$ cat src/logic/msx_map.vh
`ifndef MSX_MAP_VH
`define MSX_MAP_VH

// register byte offsets, decoded from haddr[11:0]
`define MSX_OFF_CTRL      12'h000
`define MSX_OFF_UNIT_ON   12'h008
`define MSX_OFF_DIVIDER   12'h014
`define MSX_OFF_TX_THR    12'h018
`define MSX_OFF_RX_THR    12'h01c
`define MSX_OFF_TX_LEVEL  12'h020
`define MSX_OFF_RX_LEVEL  12'h024
`define MSX_OFF_STATUS    12'h028
`define MSX_OFF_INT_MASK  12'h02c
`define MSX_OFF_INT_STAT  12'h030
`define MSX_OFF_INT_RAW   12'h034
`define MSX_OFF_TXO_CLR   12'h038
`define MSX_OFF_RXO_CLR   12'h03c
`define MSX_OFF_RXU_CLR   12'h040
`define MSX_OFF_DMA_CTRL  12'h04c
`define MSX_OFF_FIFO_WIN  12'h060
`define MSX_OFF_XIP_CTRL  12'h108
`define MSX_OFF_XIP_SEL   12'h10c
`define MSX_OFF_XRXO_CLR  12'h110
`define MSX_OFF_XIP_TOUT  12'h114

// interrupt bit positions
`define MSX_INT_TXE   0
`define MSX_INT_TXO   1
`define MSX_INT_RXU   2
`define MSX_INT_RXO   3
`define MSX_INT_RXF   4
`define MSX_INT_XRXO  5

// reset values
`define MSX_RST_CTRL   5'h07
`define MSX_RST_MASK   6'h3f
`define MSX_RST_DIV    16'h0000
`define MSX_RST_TOUT   8'h00

// fifo depth and level width
`define MSX_FIFO_DEPTH 8
`define MSX_PTR_W      3
`define MSX_CNT_W      4

`endif

$ cat src/logic/msx_ctrl.v
// Overview of operation
// - address phase lanes: 0 single, 1 and 2 multi-lane, 3 reserved as single
// - xip data lanes: 1 dual, 2 quad, 3 octal, 0 reserved as single
// - select bits drive active-low select lines only from transfer start
// - select register writes ignored while busy or enabled
// - reading xip overflow clear returns status and clears it; writes do nothing
// - continuous mode deselects after hclk timeout; timeout locked while enabled
// - master starts all transfers; disabled means idle, clock held low
// - serial clock is core clock over even divider; zero stops it
// - serial clock at most half core clock; sample rise, drive fall
// - 32-bit fifos, frames 4 to 32 bits, right-justified
// - data writes push transmit fifo; shifter pops it
// - data reads pop receive fifo; shifter pushes frames
// - transmit empty flag while level at or below threshold
// - write to full transmit fifo dropped, sticky overflow, read clears
// - receive full flag while level at least threshold plus one
// - frame into full receive fifo dropped, sticky overflow, read clears
// - read of empty receive fifo gives zero, sticky underflow, read clears
// - interrupt output is or of masked sources
// - dma enable bits turn on transmit and receive handshakes
// - data writes need enable; clearing enable empties both fifos
`timescale 1ns/1ps
`include "msx_map.vh"
module msx_ctrl (
    // clock and reset
    input  wire        clock_i,
    input  wire        reset_n_i,
    // ahb slave
    input  wire        hsel_i,
    input  wire [31:0] haddr_i,
    input  wire [1:0]  htrans_i,
    input  wire        hwrite_i,
    input  wire [31:0] hwdata_i,
    input  wire        hready_i,
    output reg  [31:0] hrdata_o,
    output reg         hready_o,
    output reg         hresp_o,
    // serial link
    output reg         sclk_o,
    output reg  [15:0] ss_n_o,
    output reg  [7:0]  txd_o,
    output reg  [7:0]  txd_oe_o,
    input  wire [7:0]  rxd_i,
    // execute-in-place requests
    input  wire        xip_req_i,
    input  wire [31:0] xip_addr_i,
    output reg         xip_busy_o,
    output reg         xip_done_o,
    output reg  [31:0] xip_rdata_o,
    // interrupt and dma
    output reg         intr_o,
    output reg         dma_tx_req_o,
    output reg         dma_rx_req_o
);
    localparam [2:0] ST_IDLE = 3'd0;
    localparam [2:0] ST_FRAME = 3'd1;
    localparam [2:0] ST_XADDR = 3'd2;
    localparam [2:0] ST_XDATA = 3'd3;
    localparam [2:0] ST_HOLD = 3'd4;

    // lane count of a format code
    function [3:0] lanes_of;
        input [1:0] fmt;
        begin
            case (fmt)
                2'd1: lanes_of = 4'd2;
                2'd2: lanes_of = 4'd4;
                2'd3: lanes_of = 4'd8;
                default: lanes_of = 4'd1;
            endcase
        end
    endfunction

    // shift data left by the lane count
    function [31:0] sh_step;
        input [31:0] v;
        input [3:0]  l;
        begin
            sh_step = v << l;
        end
    endfunction

    // top bits of the shifter onto the lanes, lane 0 carries the lowest
    function [7:0] lane_out;
        input [31:0] v;
        input [3:0]  l;
        begin
            case (l)
                4'd2: lane_out = {6'h00, v[31:30]};
                4'd4: lane_out = {4'h0, v[31:28]};
                4'd8: lane_out = v[31:24];
                default: lane_out = {7'h00, v[31]};
            endcase
        end
    endfunction

    // registers
    reg  [4:0]  frame_len_q;
    reg         unit_on_q;
    reg  [15:0] div_q;
    reg  [2:0]  tx_thr_q, rx_thr_q;
    reg  [5:0]  mask_q;
    reg         tx_dma_on_q, rx_dma_on_q;
    reg  [1:0]  lane_frame_format_q, cmd_addr_lane_choice_q;
    reg         cont_on_q;
    reg  [15:0] target_select_q;
    reg  [7:0]  tout_q;
    reg         txo_q, rxo_q, rxu_q, xrxo_q;
    // bus phase
    reg         ap_wr_q;
    reg  [11:0] ap_addr_q;
    // fifos
    reg  [31:0] txf_q [0:`MSX_FIFO_DEPTH-1];
    reg  [31:0] rxf_q [0:`MSX_FIFO_DEPTH-1];
    reg  [`MSX_PTR_W-1:0] tx_wp_q, tx_rp_q, rx_wp_q, rx_rp_q;
    reg  [`MSX_CNT_W-1:0] tx_cnt_q, rx_cnt_q;
    // shifter
    reg  [2:0]  st_q;
    reg  [31:0] sh_q, rsh_q;
    reg  [5:0]  bits_q;
    reg  [3:0]  lanes_q;
    reg  [14:0] dcnt_q;
    reg  [7:0]  tmr_q;
    reg         frame_done;
    reg  [31:0] rsh_nx;
    reg  [31:0] rd_d;
    wire        buf_valid, buf_in_ready;
    wire [31:0] buf_data;
    wire        ap_take = hsel_i & hready_i & htrans_i[1];
    wire [11:0] a = haddr_i[11:0];
    wire        rd = ap_take & ~hwrite_i;
    wire        dp_wr = ap_wr_q;
    wire        tx_full = (tx_cnt_q == `MSX_FIFO_DEPTH);
    wire        rx_full = (rx_cnt_q == `MSX_FIFO_DEPTH);
    wire        busy = (st_q != ST_IDLE) | (tx_cnt_q != 0) | buf_valid;
    wire        txe = ({1'b0, tx_cnt_q} <= {2'b00, tx_thr_q});
    wire        rxf = ({1'b0, rx_cnt_q} >= {2'b00, rx_thr_q} + 5'd1);
    wire [5:0]  raw = {xrxo_q, rxf, rxo_q, rxu_q, txo_q, txe};
    wire        tick = (dcnt_q == div_q[15:1] - 15'd1);
    wire        can_run = unit_on_q & (div_q[15:1] != 15'd0);
    wire        start_frame = (st_q == ST_IDLE) & can_run & ~xip_req_i & buf_valid;
    wire        tx_push = dp_wr & (ap_addr_q == `MSX_OFF_FIFO_WIN) & unit_on_q;
    wire        tx_pop = buf_in_ready & (tx_cnt_q != 0);
    wire        rx_pop = rd & (a == `MSX_OFF_FIFO_WIN) & (rx_cnt_q != 0);
    wire        rx_push = frame_done & ~rx_full;

    // transmit fifo feeds the shifter through a two-entry buffer
    msx_skid u_skid (
        .clock_i     (clock_i),
        .reset_n_i   (reset_n_i),
        .flush_i     (~unit_on_q),
        .in_valid_i  (tx_cnt_q != 0),
        .in_ready_o  (buf_in_ready),
        .in_data_i   (txf_q[tx_rp_q]),
        .out_valid_o (buf_valid),
        .out_ready_i (start_frame),
        .out_data_o  (buf_data)
    );

    // read data mux, evaluated in the address phase
    always @* begin
        rd_d = 32'h0000_0000;
        case (a)
            `MSX_OFF_CTRL:     rd_d = {27'h0, frame_len_q};
            `MSX_OFF_UNIT_ON:  rd_d = {31'h0, unit_on_q};
            `MSX_OFF_DIVIDER:  rd_d = {16'h0, div_q};
            `MSX_OFF_TX_THR:   rd_d = {29'h0, tx_thr_q};
            `MSX_OFF_RX_THR:   rd_d = {29'h0, rx_thr_q};
            `MSX_OFF_TX_LEVEL: rd_d = {28'h0, tx_cnt_q};
            `MSX_OFF_RX_LEVEL: rd_d = {28'h0, rx_cnt_q};
            `MSX_OFF_STATUS:   rd_d = {27'h0, rx_full, rx_cnt_q != 0, tx_cnt_q == 0, ~tx_full, busy};
            `MSX_OFF_INT_MASK: rd_d = {26'h0, mask_q};
            `MSX_OFF_INT_STAT: rd_d = {26'h0, raw & mask_q};
            `MSX_OFF_INT_RAW:  rd_d = {26'h0, raw};
            `MSX_OFF_TXO_CLR:  rd_d = {31'h0, txo_q};
            `MSX_OFF_RXO_CLR:  rd_d = {31'h0, rxo_q};
            `MSX_OFF_RXU_CLR:  rd_d = {31'h0, rxu_q};
            `MSX_OFF_DMA_CTRL: rd_d = {30'h0, tx_dma_on_q, rx_dma_on_q};
            `MSX_OFF_FIFO_WIN: rd_d = (rx_cnt_q != 0) ? rxf_q[rx_rp_q] : 32'h0000_0000;
            `MSX_OFF_XIP_CTRL: rd_d = {27'h0, cont_on_q, cmd_addr_lane_choice_q, lane_frame_format_q};
            `MSX_OFF_XIP_SEL:  rd_d = {16'h0, target_select_q};
            `MSX_OFF_XRXO_CLR: rd_d = {31'h0, xrxo_q};
            `MSX_OFF_XIP_TOUT: rd_d = {24'h0, tout_q};
            default:           rd_d = 32'h0000_0000;
        endcase
    end

    // bus slave: address phase latch, read data and write data phase
    always @(posedge clock_i) begin
        if (!reset_n_i) begin
            ap_wr_q  <= 1'b0;
            ap_addr_q <= 12'h000;
            hrdata_o <= 32'h0000_0000;
            hready_o <= 1'b0;
            hresp_o  <= 1'b0;
        end else begin
            hready_o  <= 1'b1;
            hresp_o   <= 1'b0;
            ap_wr_q   <= ap_take & hwrite_i;
            ap_addr_q <= a;
            if (rd)
                hrdata_o <= rd_d;
        end
    end

    // software registers
    always @(posedge clock_i) begin
        if (!reset_n_i) begin
            frame_len_q <= `MSX_RST_CTRL;
            unit_on_q <= 1'b0;
            div_q <= `MSX_RST_DIV;
            tx_thr_q <= 3'h0;
            rx_thr_q <= 3'h0;
            mask_q <= `MSX_RST_MASK;
            tx_dma_on_q <= 1'b0;
            rx_dma_on_q <= 1'b0;
            lane_frame_format_q <= 2'h0;
            cmd_addr_lane_choice_q <= 2'h0;
            cont_on_q <= 1'b0;
            target_select_q <= 16'h0000;
            tout_q <= `MSX_RST_TOUT;
        end else if (dp_wr) begin
            case (ap_addr_q)
                `MSX_OFF_CTRL:     frame_len_q <= (hwdata_i[4:0] < 5'd3) ? 5'd3 : hwdata_i[4:0];
                `MSX_OFF_UNIT_ON:  unit_on_q <= hwdata_i[0];
                `MSX_OFF_DIVIDER:  div_q <= {hwdata_i[15:1], 1'b0};
                `MSX_OFF_TX_THR:   tx_thr_q <= hwdata_i[2:0];
                `MSX_OFF_RX_THR:   rx_thr_q <= hwdata_i[2:0];
                `MSX_OFF_INT_MASK: mask_q <= hwdata_i[5:0];
                `MSX_OFF_DMA_CTRL: begin
                    rx_dma_on_q <= hwdata_i[0];
                    tx_dma_on_q <= hwdata_i[1];
                end
                `MSX_OFF_XIP_CTRL: begin
                    lane_frame_format_q <= hwdata_i[1:0];
                    cmd_addr_lane_choice_q <= hwdata_i[3:2];
                    cont_on_q <= hwdata_i[4];
                end
                `MSX_OFF_XIP_SEL: if (!busy && !unit_on_q) target_select_q <= hwdata_i[15:0];
                `MSX_OFF_XIP_TOUT: if (!unit_on_q) tout_q <= hwdata_i[7:0];
                default: ;
            endcase
        end
    end

    // sticky flags: a set in the cycle of the clearing read wins
    always @(posedge clock_i) begin
        if (!reset_n_i) begin
            txo_q <= 1'b0;
            rxo_q <= 1'b0;
            rxu_q <= 1'b0;
            xrxo_q <= 1'b0;
        end else begin
            txo_q <= (tx_push & tx_full) | (txo_q & ~(rd & (a == `MSX_OFF_TXO_CLR)));
            rxo_q <= (frame_done & rx_full & (st_q == ST_FRAME)) |
                     (rxo_q & ~(rd & (a == `MSX_OFF_RXO_CLR)));
            rxu_q <= (rd & (a == `MSX_OFF_FIFO_WIN) & (rx_cnt_q == 0)) |
                     (rxu_q & ~(rd & (a == `MSX_OFF_RXU_CLR)));
            xrxo_q <= (frame_done & rx_full & (st_q == ST_XDATA)) |
                      (xrxo_q & ~(rd & (a == `MSX_OFF_XRXO_CLR)));
        end
    end

    // fifos; disabling the unit empties both
    always @(posedge clock_i) begin
        if (!reset_n_i || !unit_on_q) begin
            tx_wp_q <= 3'd0;
            tx_rp_q <= 3'd0;
            tx_cnt_q <= 4'd0;
            rx_wp_q <= 3'd0;
            rx_rp_q <= 3'd0;
            rx_cnt_q <= 4'd0;
        end else begin
            if (tx_push && !tx_full) begin
                txf_q[tx_wp_q] <= hwdata_i;
                tx_wp_q <= tx_wp_q + 1'b1;
            end
            if (tx_pop)
                tx_rp_q <= tx_rp_q + 1'b1;
            tx_cnt_q <= tx_cnt_q + {3'b0, tx_push & ~tx_full} - {3'b0, tx_pop};
            if (rx_push) begin
                rxf_q[rx_wp_q] <= rsh_nx;
                rx_wp_q <= rx_wp_q + 1'b1;
            end
            if (rx_pop)
                rx_rp_q <= rx_rp_q + 1'b1;
            rx_cnt_q <= rx_cnt_q + {3'b0, rx_push} - {3'b0, rx_pop};
        end
    end

    // receive shift value and end of frame on the driving edge
    always @* begin
        rsh_nx = rsh_q; // value pushed is the completed frame
        frame_done = ((st_q == ST_FRAME) || (st_q == ST_XDATA)) & tick & sclk_o &
                     ({2'b00, lanes_q} >= bits_q);
    end

    // serial engine
    always @(posedge clock_i) begin
        if (!reset_n_i || !unit_on_q) begin
            st_q <= ST_IDLE;
            sclk_o <= 1'b0;
            ss_n_o <= 16'hffff;
            txd_o <= 8'h00;
            txd_oe_o <= 8'h00;
            sh_q <= 32'h0;
            rsh_q <= 32'h0;
            bits_q <= 6'd0;
            lanes_q <= 4'd1;
            dcnt_q <= 15'd0;
            tmr_q <= 8'h00;
            xip_busy_o <= 1'b0;
            xip_done_o <= 1'b0;
            xip_rdata_o <= 32'h0;
        end else begin
            xip_done_o <= 1'b0;
            if (st_q != ST_IDLE && st_q != ST_HOLD)
                dcnt_q <= tick ? 15'd0 : dcnt_q + 15'd1;
            else
                dcnt_q <= 15'd0;
            case (st_q)
                ST_IDLE: begin
                    ss_n_o <= 16'hffff;
                    if (can_run && xip_req_i) begin
                        st_q <= ST_XADDR;
                        ss_n_o <= ~target_select_q;
                        lanes_q <= (cmd_addr_lane_choice_q == 2'd3) ? 4'd1 :
                                   (cmd_addr_lane_choice_q == 2'd0) ? 4'd1 :
                                   lanes_of(lane_frame_format_q);
                        sh_q <= xip_addr_i;
                        bits_q <= 6'd32;
                        txd_o <= lane_out(xip_addr_i, (cmd_addr_lane_choice_q[1] ^ cmd_addr_lane_choice_q[0]) ?
                                 lanes_of(lane_frame_format_q) : 4'd1);
                        txd_oe_o <= 8'hff;
                        tmr_q <= tout_q;
                        xip_busy_o <= 1'b1;
                    end else if (start_frame) begin
                        st_q <= ST_FRAME;
                        ss_n_o <= ~target_select_q;
                        lanes_q <= 4'd1;
                        sh_q <= buf_data << (6'd31 - {1'b0, frame_len_q});
                        bits_q <= {1'b0, frame_len_q} + 6'd1;
                        txd_o <= lane_out(buf_data << (6'd31 - {1'b0, frame_len_q}), 4'd1);
                        txd_oe_o <= 8'h01;
                    end
                end
                ST_FRAME, ST_XADDR, ST_XDATA: begin
                    if (tick) begin
                        sclk_o <= ~sclk_o;
                        if (!sclk_o) begin
                            case (lanes_q) // sample on the rising edge
                                4'd2: rsh_q <= {rsh_q[29:0], rxd_i[1:0]};
                                4'd4: rsh_q <= {rsh_q[27:0], rxd_i[3:0]};
                                4'd8: rsh_q <= {rsh_q[23:0], rxd_i};
                                default: rsh_q <= {rsh_q[30:0], rxd_i[0]};
                            endcase
                        end else if ({2'b00, lanes_q} < bits_q) begin
                            bits_q <= bits_q - {2'b00, lanes_q};
                            sh_q <= sh_step(sh_q, lanes_q);
                            txd_o <= lane_out(sh_step(sh_q, lanes_q), lanes_q);
                        end else if (st_q == ST_XADDR) begin
                            st_q <= ST_XDATA;
                            lanes_q <= lanes_of(lane_frame_format_q);
                            bits_q <= 6'd32;
                            rsh_q <= 32'h0;
                            txd_oe_o <= 8'h00;
                        end else begin
                            txd_oe_o <= 8'h00;
                            rsh_q <= 32'h0;
                            if (st_q == ST_XDATA) begin
                                xip_rdata_o <= rsh_q;
                                xip_done_o <= 1'b1;
                                xip_busy_o <= 1'b0;
                            end
                            if (st_q == ST_XDATA && cont_on_q) begin
                                st_q <= ST_HOLD;
                                tmr_q <= tout_q;
                            end else begin
                                st_q <= ST_IDLE;
                                ss_n_o <= 16'hffff;
                            end
                        end
                    end
                end
                ST_HOLD: begin
                    if (xip_req_i && can_run) begin
                        st_q <= ST_XDATA; // command and address not resent
                        lanes_q <= lanes_of(lane_frame_format_q);
                        bits_q <= 6'd32;
                        tmr_q <= tout_q;
                        xip_busy_o <= 1'b1;
                    end else if (tmr_q == 8'h00) begin
                        st_q <= ST_IDLE;
                        ss_n_o <= 16'hffff;
                    end else begin
                        tmr_q <= tmr_q - 8'h01;
                    end
                end
                default: st_q <= ST_IDLE;
            endcase
        end
    end

    // interrupt and dma handshake outputs
    always @(posedge clock_i) begin
        if (!reset_n_i) begin
            intr_o <= 1'b0;
            dma_tx_req_o <= 1'b0;
            dma_rx_req_o <= 1'b0;
        end else begin
            intr_o <= |(raw & mask_q);
            dma_tx_req_o <= tx_dma_on_q & unit_on_q & txe;
            dma_rx_req_o <= rx_dma_on_q & unit_on_q & rxf;
        end
    end
endmodule

$ cat src/logic/msx_skid.v
`timescale 1ns/1ps
// two-entry buffer between the transmit fifo and the shifter
module msx_skid (
    // clock and reset
    input  wire        clock_i,
    input  wire        reset_n_i,
    input  wire        flush_i,
    // filling side
    input  wire        in_valid_i,
    output wire        in_ready_o,
    input  wire [31:0] in_data_i,
    // draining side
    output wire        out_valid_o,
    input  wire        out_ready_i,
    output wire [31:0] out_data_o
);
    reg [31:0] mem_q [0:1];
    reg        wp_q;
    reg        rp_q;
    reg [1:0]  cnt_q;
    wire       push;
    wire       pop;

    assign in_ready_o  = (cnt_q != 2'd2);
    assign out_valid_o = (cnt_q != 2'd0);
    assign out_data_o  = mem_q[rp_q];
    assign push        = in_valid_i & in_ready_o;
    assign pop         = out_valid_o & out_ready_i;

    // pointers and count
    always @(posedge clock_i) begin
        if (!reset_n_i || flush_i) begin
            wp_q  <= 1'b0;
            rp_q  <= 1'b0;
            cnt_q <= 2'd0;
        end else begin
            if (push)
                wp_q <= ~wp_q;
            if (pop)
                rp_q <= ~rp_q;
            cnt_q <= cnt_q + {1'b0, push} - {1'b0, pop};
        end
    end

    // storage
    always @(posedge clock_i) begin
        if (push)
            mem_q[wp_q] <= in_data_i;
    end
endmodule

$ cat config.mk
export PLATFORM = sky130hd
export DESIGN_NAME = msx_ctrl
export DESIGN_NICKNAME = d
export VERILOG_FILES = /design/src/logic/msx_ctrl.v /design/src/logic/msx_skid.v
export VERILOG_INCLUDE_DIRS = /design/src /design/src/logic
export SDC_FILE = /design/constraint.sdc
export NUM_CORES = 1
export LEC_CHECK = 0
export ABC_AREA = 1
export ABC_CLOCK_PERIOD_IN_PS = 4900
export BUFFER_PORTS_ARGS = -buffer_cell sky130_fd_sc_hd__buf_2
export CAP_MARGIN = 20
export CORE_ASPECT_RATIO = 2
export CORE_MARGIN = 2
export CORE_UTILIZATION = 29
export DETAILED_ROUTE_END_ITERATION = 7
export PLACE_DENSITY = 0.49
export SLEW_MARGIN = 40
export SYNTH_ARGS = -nofsm -noshare
export SYNTH_HDL_FRONTEND = slang
export SYNTH_SLANG_ARGS = --single-unit
$ cat constraint.sdc
create_clock -name clock_i -period 4.9 [get_ports clock_i]
set_input_delay 0.49 -clock clock_i [delete_from_list [all_inputs] [get_ports clock_i]]
set_output_delay 0.49 -clock clock_i [all_outputs]
set_load 0.05 [all_outputs]
---- Word-level counts from Yosys, hierarchy flattened ----
Memories as Yosys holds them, arrays and structs flattened. A register that Yosys moved wholly into a read port is not among the register bits.
Cells that the tools add are included.
operators by class
  bitwise logic cells ..................... 62
  reductions and logical operators ........ 53
  magnitude comparators ................... 5
  mux-type cells .......................... 100
  shift operators ......................... 2
  add/subtract/negate cells ............... 17
  equality and inequality tests ........... 67
operators by type and width
  cell                 number
  $pmux 32 s20         1
  $mux 32              8
  $mux 16              9
  $mux 8               18
  $eq 12x6->1 const B  9
  $pmux 32 s3          1
  $eq 12x9->1 const B  7
  $eq 12x5->1 const B  6
  $pmux 8 s3           3
  $pmux 32 s2          1
  $eq 12x7->1 const B  5
  $mux 4               12
  $pmux 16 s3          1
  $mux 6               7
  $mux 3               13
  $and 1x1->1          36
  $pmux 8 s2           2
  $shl 32x4->32        1
  $shl 32x6->32        1
  $ne 2x2->1 const B   14
  $eq 12x4->1 const B  2
  $logic_not 12->1     2
  $pmux 4 s3           2
  $mux 1               18
  other kinds (58)     127
storage, ports and cells
  RAM bits ................................ 576
  output and inout port bits .............. 104
  logic and storage cells ................. 356
  register bits ........................... 308
  memories ................................ 3
  bits of input ports ..................... 112
memory list
  memory        depth  bits a word  rd ports  clocked after Yosys merged registers in  wr ports  line            text
  rxf_q         8      32           1         1                                        1         msx_ctrl.v:114  reg [31:0] rxf_q [0:`MSX_FIFO_DEPTH-1];
  txf_q         8      32           1         1                                        1         msx_ctrl.v:113  reg [31:0] txf_q [0:`MSX_FIFO_DEPTH-1];
  u_skid.mem_q  2      32           1         1                                        1         msx_skid.v:17   reg [31:0] mem_q [0:1];

---- Depth between registers and ports, before layout ----
Gate-level depths: netlist of the first run.
  word-level depth ........................ 11
  gate-level depth with buffers ........... 22
  gate-level depth less buffers ........... 22

---- Modules after synthesis ----
Synthesis of the first run repeated with hierarchy kept, for this count alone.
unflattened totals
  cells, all modules ...................... 4510
  area total of the unflattened synthesis .. 41009.3 sq um
by module, submodules not included
  module    seq. area each (sq um)  area an instance (sq um)  cells an instance  instances
  msx_ctrl  21460.6                 38298.0                   4373               1
  msx_skid  2021.9                  2711.4                    137                1

---- Least setup slack after synthesis of the first run ----
Ideal clock, no wire load.
  path kind ............................... register to register
  from .................................... register lanes_q[1]
  to ...................................... memory rxf_q[0][0], enable pin
  stages on the path, launching flop included .. 16
  slack ................................... 0.531 ns
  clock period less this slack ............ 4.369 ns
  required time ........................... 4.479 ns
  buffers on the path ..................... 3
  setup time .............................. 0.421 ns
  arrival time ............................ 3.948 ns
  cell sequence ........................... dfxtp_1 > buf_4 > inv_1 > clkbuf_1 > buf_2 > fa_1 > nand3_1 > nand3_1 > o21a_1 > nor2_1 > inv_1 > nor2_1 > nand4_1 > nor2_2 > nand4_1 > nor2_1
on the way
  word-level cells in the longest chain between the ends .. 6
ends and longest elaborated chain
  item                          line            text
  start: declaration            msx_ctrl.v:121  reg [3:0] lanes_q;
  start signal: assignment      msx_ctrl.v:327  lanes_q <= (cmd_addr_lane_choice_q == 2'd3) ? 4'd1 :
  start signal: assignment      msx_ctrl.v:363  lanes_q <= lanes_of(lane_frame_format_q);
  start signal: assignment      msx_ctrl.v:388  lanes_q <= lanes_of(lane_frame_format_q);
  $ge 4x6->1                    msx_ctrl.v:295  ({2'b00, lanes_q} >= bits_q);
  $and 1x1->1                   msx_ctrl.v:294  frame_done = ((st_q == ST_FRAME) || (st_q == ST_XDATA)) & tick & sclk_o &
  $and 1x1->1                   msx_ctrl.v:145  wire rx_push = frame_done & ~rx_full;
  $mux 1                        msx_ctrl.v:281  if (rx_push) begin
  $mux 1                        msx_ctrl.v:266  if (!reset_n_i || !unit_on_q) begin
  $mux 1 (implied by the code)  msx_ctrl.v:282  rxf_q[rx_wp_q] <= rsh_nx;
  end: declaration              msx_ctrl.v:114
No other way between the ends.

---- Worst setup path in the final report of the first run ----
  from .................................... register lanes_q[2]
  to ...................................... memory rxf_q[1][14], enable pin
The elaborated chain is that of the path after synthesis.

==> results of run 1 <==
## cell families after synthesis
logic type,share of synthesized area
adder cells (fa/ha/maj),0.0132
multiplexers,0.0118
buffers and inverters,0.0585
XOR/XNOR,0.00624
AND/OR/NAND/NOR,0.197
other,0.0000922
AO/OA/AOI/OAI,0.136
flip-flops,0.577
## cells in the final DEF (no fill, tap or decap), drive strengths merged, types with 13 or more instances in the layout
cell type	instances
nand2	835
nor2	585
edfxtp	576
o21ai	456
inv	350
nand3	347
dfxtp	309
buf	269
a21oi	261
clkbuf	101
o22ai	81
o211ai	53
nand4	53
o221ai	51
mux2i	48
clkinv	40
ha	38
nor3	37
a31oi	34
xor2	15
xnor2	14
or2	13
## what timing repair did
item	4_1_cts	5_1_grt
endpoints found under the hold margin	2	0
resized for setup	0	0
endpoints found under the setup margin	0	0
hold buffers	2	0
## final cells by class
class,count,area (um^2)
multi-input combinational,3000,15000
inverter,355,1340
fill,14500,92800
antenna,9,22.5
clock buffer,101,2230
tap,1862,2330
timing repair buffer,271,1680
sequential,885,23500
clock inverter,55,636
## state kept, by name, indices dropped and copies added, names as in the netlist, 4 cells and up, named ones only
| name | count |
|---|---|
| rxf_q | 256 |
| txf_q | 256 |
| u_skid.mem_q | 64 |
| hrdata_o | 32 |
| rsh_nx | 32 |
| sh_q | 32 |
| xip_rdata_o | 32 |
| ss_n_o | 16 |
| target_select_q | 16 |
| dcnt_q | 15 |
| div_q | 15 |
| ap_addr_q | 12 |
| tmr_q | 8 |
| tout_q | 8 |
| txd_o | 8 |
| bits_q | 6 |
| mask_q | 6 |
| frame_len_q | 5 |
| lanes_q | 4 |
| rx_cnt_q | 4 |
| tx_cnt_q | 4 |
## power breakdown
group          switching, mW  leakage (nW)  internal (mW)
clock                   3.02          1.38           3.91
combinational          0.138          7.85         0.0439
sequential           0.00379          8.35           7.89
## per-stage QoR
stage / hold slack (ns) / area [um^2]
final: 0.0486 / 46700
after floorplan: 0.412 / 40700
after CTS: 0.00597 / 46700
after detailed placement: 0.433 / 43800
after global routing: 0.0495 / 46700
after global placement: 0.425 / 43700
## critical path: stages, from the launching register on
cell	delay (ns)
dfxtp_1	0.32
buf_4	0.27
inv_2	0.06
ha_1	0.35
nand3_1	0.11
nand3_1	0.12
o21a_1	0.13
nor2_1	0.21
inv_1	0.14
nor2_1	0.24
nand4_1	0.24
nor2_2	0.35
nand4_1	0.29
nor2_4	0.54
buf_12	0.26
## worst max-delay path by stage
| stage | from | end | cells past startpoint |
|---|---|---|---|
| 2_1_floorplan | lanes_q[1]$_SDFFE_PP0P_ | rxf_q[0][0]$_DFFE_PP_ | 15 |
| 3_3_place_gp | div_q[2]$_SDFFE_PN0P_ | rx_cnt_q[2]$_SDFF_PP0_ | 19 |
| 3_5_place_dp | lanes_q[2]$_SDFFE_PP0P_ | rxf_q[1][19]$_DFFE_PP_ | 14 |
| 4_1_cts | lanes_q[2]$_SDFFE_PP0P_ | rxf_q[1][17]$_DFFE_PP_ | 14 |
| 5_1_grt | lanes_q[2]$_SDFFE_PP0P_ | rx_cnt_q[2]$_SDFF_PP0_ | 18 |
| 6_report | lanes_q[2]$_SDFFE_PP0P_ | rxf_q[1][14]$_DFFE_PP_ | 14 |
## layer usage
metal / global-route usage / up-vias / share of wire
met3: 0.0307 / 289 / 0.047
li1: - / 15800 / -
met1: 0.198 / 15700 / 0.36
met4: 0.104 / 26 / 0.054
met2: 0.367 / 845 / 0.54
met5: 0 / - / 0.0011
==> results by group, run 1 <==
Power
  – PnR Total Power: 15.0 mW
  – Leak pwr: 17.6 nW
  – Max IR drop VDD: 249 uV
  – PD cells: 321 mW/mm^2

Drt
  – DRT antenna net count: 0
  – Vias post-DR: 32700
  – Drt initial violations: 2397
  – TritonRoute pass-1 iters: 5
  – Via density: 5.00
  – Wirelength per Cell: 21.6 um
  – Post-Route WL: 141000 um
  – Drt drc: 0

Floorplan
  – Row count: 194
  – Initial Util: 0.292
  – IO Pins: 216
  – Die height: 534 um
  – Die X: 269 um
  – Die Footprint: 0.143 mm^2
  – Total core area: 0.140 mm^2

Place
  – DP Worst Slack: 0.950 ns
  – DP Wirelength: 101000 um
  – Placed instance count: 6371
  – Placer's final routability congestion estimate: 0.937
  – Port Buffers: 193

Synth
  – Top post-synthesis cells by count: 830 x nand2_1, 576 x edfxtp_1, 566 x nor2_1
  – Ys Warns: 0
  – Cells after Synth: 4491
  – Most frequent cell after synthesis: nand2_1
  – Yosys reg bits: 885
  – Synth unique cells: 58
  – Synth area leaders: edfxtp_1 43%, dfxtp_1 15%, nand2_1 7.7%
  – Most used flip-flop cell after synthesis: edfxtp_1
  – Syn avg cell area: 9.06 um^2
  – Synth Cell Area: 0.0407 mm^2
  – Syn nets: 4644
  – EDFF count, synth: 576
  – Area leader, netlist: edfxtp_1
  – Share of the synthesized area in the top cell type: 0.425
  – Ys async rst share: 0
  – Sequential area share after synthesis: 0.577

Worst hold path
  – Hold Path End: ap_addr_q[10]$_SDFF_PN0_
  – Min-delay src: haddr_i[10]
  – Hold path cells: 3
  – HP Class: in -> reg

Global route
  – Antenna violations before repair: 20
  – First-pass GRT wire length: 205000 um
  – Vias in the first global route: 31900
  – Total track usage: 0.193
  – Grt total ovfl: 0
  – Largest net degree at the start of global routing: 69

Clock network
  – Setup repair bufs after CTS: 0
  – Worst-path clk slew: 0.07 ns
  – Clk sink count: 885
  – TritonCTS Buffers: 84
  – Clock Path Buffers: 3
  – CTS tree: built
  – Clock tree root driver cell: clkbuf_16
  – H-tree Lvls: 3
  – Clk Latency, worst-skew pair: 0.70 ns

STA
  – Fin Setup TNS: 0 ns
  – Fin. max-slew vios: 0
  – Max frequency: 253 MHz
  – Final worst path period share: 0.807
  – Final setup vio count: 0
  – RSZ-0062 raised after global routing: no
  – Final hold violation count: 0
  – Skew final: 0.0281 ns
  – Worst Setup Slack, final: 0.943 ns
  – Rel. slew slack: 0.411
  – Min Tclk post-route: 3.96 ns
  – Slew @ Worst Pin: 0.883 ns

Critical path
  – Critical Path Start Type: flip-flop
  – R2R depth: 14
  – R2R Setup Slk: 0.94 ns
  – FF-to-FF End: rxf_q[1][14]$_DFFE_PP_
  – WP data arrival: 4.34 ns
  – CP Class: reg -> reg
  – WP data required: 5.28 ns
  – CP Capture Type: flip-flop
  – Maximum fanout along the worst path: 20
  – Worst r2r src: lanes_q[2]$_SDFFE_PP0P_

Final layout
  – Nets: 4750
  – P&R area growth vs syn: 14.9%
  – Layout Utilization: 0.335
  – Layout Cells excl Fill: 6538
  – Share of cells above drive strength 1: 0.107

Status
  – Status: completed

Run
  – Max_cap viols: 0
No activity file was read; power rests on OpenSTA's default activity.
==> run 2, diff against run 1 <==
- ABC_AREA: 1 -> 0
- ABC_CLOCK_PERIOD_IN_PS: 4900 -> 3900
- clock period: 4.9 -> 3.9 ns (I/O delays scaled with it)
==> results by group, run 2 <==
Clock network
  – Worst-path clk slew: 0.07 ns
  – CTS tree: built
  – Cells resized by post-CTS repair: 0
  – Clk Latency, worst-skew pair: 0.71 ns
  – Clk sink count: 885
  – Clock Path Buffers: 3
  – Clock tree root driver cell: clkbuf_16
  – H-tree Lvls: 3
  – TritonCTS Buffers: 83

Final layout
  – Most common cell after layout, fill and taps aside: edfxtp_1
  – Seq. cell area: 0.0235 mm^2
  – Commonest cells after routing, fill and taps aside: 576 x edfxtp_1, 302 x nor2_1, 298 x dfxtp_1, 229 x nand2_1, 193 x buf_2
  – P&R area growth vs syn: 17.7%
  – Final instance area: 0.0469 mm^2
  – Nets: 3455
  – Fillcell total: 13400
  – Area of the multi-input gates: 0.0155 mm^2
  – Biggest regs: rxf_q x256, txf_q x256, u_skid.mem_q x64
  – Share of cells above drive strength 1: 0.230

Drt
  – Drt drc: 0
  – Via density: 5.23
  – Drt initial violations: 1851
  – Vias post-DR: 26800
  – TritonRoute pass-1 iters: 8
  – Post-Route WL: 129000 um
  – Wirelength per Cell: 25.1 um
  – DRT antenna net count: 0

Place
  – DP Worst Slack: 0.200 ns
  – Placed inst area: 0.0437 mm^2
  – Port Buffers: 193
  – DP Wirelength: 91600 um
  – Placer's final routability congestion estimate: 0.906

STA
  – RSZ-0062 raised after global routing: no
  – Final setup vio count: 0
  – Worst Setup Slack, final: 0.214 ns
  – Rel. slew slack: 0.448
  – Skew final: 0.0681 ns
  – Fin Setup TNS: 0 ns
  – Final worst path period share: 0.945
  – Fin. max-slew vios: 0
  – Max frequency: 271 MHz
  – Min Tclk post-route: 3.69 ns
  – WHS: 0.0532 ns
  – Final hold violation count: 0
  – Slew @ Worst Pin: 0.826 ns

Synth
  – Area leader, netlist: edfxtp_1
  – Post-synthesis adder-cell area fraction: 0.0134
  – Synth Area in Compound Gates: 0.0946
  – Simple-gate share of the synthesized area: 0.0950
  – Synth Cell Area: 0.0398 mm^2
  – Cells after Synth: 3071
  – Synth unique cells: 87
  – Largest family of logic cells by synthesized area: multiplexers
  – Synth area leaders: edfxtp_1 43%, dfxtp_1 16%, mux4_2 9.8%
  – Ys Warns: 0
  – Top post-synthesis cells by count: 576 x edfxtp_1, 316 x nor2_1, 309 x dfxtp_1
  – Syn avg cell area: 13.0 um^2
  – EDFF count, synth: 576
  – Most used flip-flop cell after synthesis: edfxtp_1
  – Xor/xnor cell area share of the yosys netlist: 0.0119
  – Ys async rst share: 0
  – Multiplexer share of the synthesized area: 0.167
  – Most frequent cell after synthesis: edfxtp_1
  – Sequential area share after synthesis: 0.590
  – Yosys reg bits: 885
  – Syn nets: 3224
  – Share of the synthesized area in the top cell type: 0.434

Power
  – Logic pwr share: 0.014
  – PD cells: 396 mW/mm^2
  – Switching power: 3.99 mW
  – Clock share of power: 0.453
  – Reg power frac: 0.534
  – Max IR drop VDD: 353 uV
  – Int Pwr: 14.6 mW
  – Switching share of power: 0.215
  – Leak pwr: 16.4 nW

Critical path
  – CP Class: reg -> reg
  – Ordered list of cells on the worst path: or4_1 > nor4b_2 > xnor2_1 > nor3_1 > and4_1 > nand3_1 > or3_4 > nor3_4 > buf_12
  – Maximum fanout along the worst path: 18
  – WP data arrival: 4.08 ns
  – Highest cell delay on the worst timing path: 0.62 ns
  – CP max-delay cell: or4_1
  – Critical Path Start Type: flip-flop
  – CP Capture Type: flip-flop
  – WP data required: 4.30 ns

Floorplan
  – IO Pins: 216
  – Die X: 266 um
  – Initial Util: 0.291
  – Row count: 192
  – Total core area: 0.137 mm^2
  – Die height: 528 um
  – Die Footprint: 0.141 mm^2

Status
  – Status: completed

Global route
  – First-pass GRT wire length: 188000 um
  – Largest net degree at the start of global routing: 55
  – Grt total ovfl: 0
  – Vias in the first global route: 27700
  – Total track usage: 0.182
  – Antenna violations before repair: 22

Run
  – Max_cap viols: 0

Worst hold path
  – HP Class: in -> reg
[run 2: cell types whose count changed in the layout (fill, tap and decap cells not counted), moves of 174 or more]
| cell | change |
|---|---|
| nand3_1 | -290 |
| mux4_2 | +174 |
| nand2_1 | -596 |
| o21ai_0 | -395 |
| inv_1 | -281 |
| nor2_1 | -245 |
[run 2: cell families after synthesis]
kind of cell	after synthesis
adder cells (fa/ha/maj)	41
XOR/XNOR	54
AND/OR/NAND/NOR	835
flip-flops	885
AO/OA/AOI/OAI	545
multiplexers	439
buffers and inverters	271
other	1
[run 2: what timing repair did]
| item | in CTS | in global routing |
|---|---|---|
| setup buffers | 0 | 0 |
| hold endpoints to repair | 173 | 0 |
| setup endpoints to repair | 0 | 0 |
| hold buffers | 31 | 0 |
[run 2: final cells by class]
type / instances / area share
sequential: 885 / 0.501
multi-input combinational: 1915 / 0.330
timing repair buffer: 363 / 0.0574
clock buffer: 110 / 0.0486
tap: 1746 / 0.0466
clock inverter: 42 / 0.0114
inverter: 54 / 0.00440
antenna: 11 / 0.000587
[run 2: worst paths after layout]
path                            cells after the start  slack [ns]                      to             startpoint
worst max-delay path                                9        0.21   rxf_q[2][9]$_DFFE_PP_  div_q[7]$_SDFFE_PN0P_
worst min-delay path                                4        0.05  rsh_nx[2]$_SDFFE_PP0P_               rxd_i[2]
worst max register to register                      9        0.21   rxf_q[2][9]$_DFFE_PP_  div_q[7]$_SDFFE_PN0P_
worst min register to register                      2        0.45   txd_o[1]$_SDFFE_PP0P_  txd_o[1]$_SDFFE_PP0P_
[run 2: critical path, delay by kind of cell (launching register included)]
kind                   cells  cell delay, ns
AND/OR/NAND/NOR            7            2.67
flip-flops                 1            0.31
buffers and inverters      1            0.21
XOR/XNOR                   1            0.16
[run 2: power by group through the flow]
stage	Sequential (mW)	Combinational, mW	Clock, mW
6_report	9.91	0.253	8.41
5_1_grt	9.91	0.272	8.96
4_1_cts	9.91	0.254	8.65
3_5_place_dp	10.1	0.226	0
3_3_place_gp	10.1	0.222	0
2_1_floorplan	10.1	0.0675	0
[run 2: per-layer routing]
metal,routed length (um),GRT usage,vias to the layer above
met4,6140,0.0870,12
met2,69700,0.343,718
li1,-,-,12200
met3,5500,0.0270,223
met5,87,0,-
met1,47300,0.196,13600
[run 2: per-stage QoR]
step / total power [mW] / util / std cells
6_report: 18.6 / 0.343 / 5126
5_1_grt: 19.1 / 0.343 / 5123
4_1_cts: 18.8 / 0.343 / 5115
3_5_place_dp: 10.3 / 0.320 / 4932
3_3_place_gp: 10.3 / 0.320 / 4931
2_1_floorplan: 10.2 / - / 3071
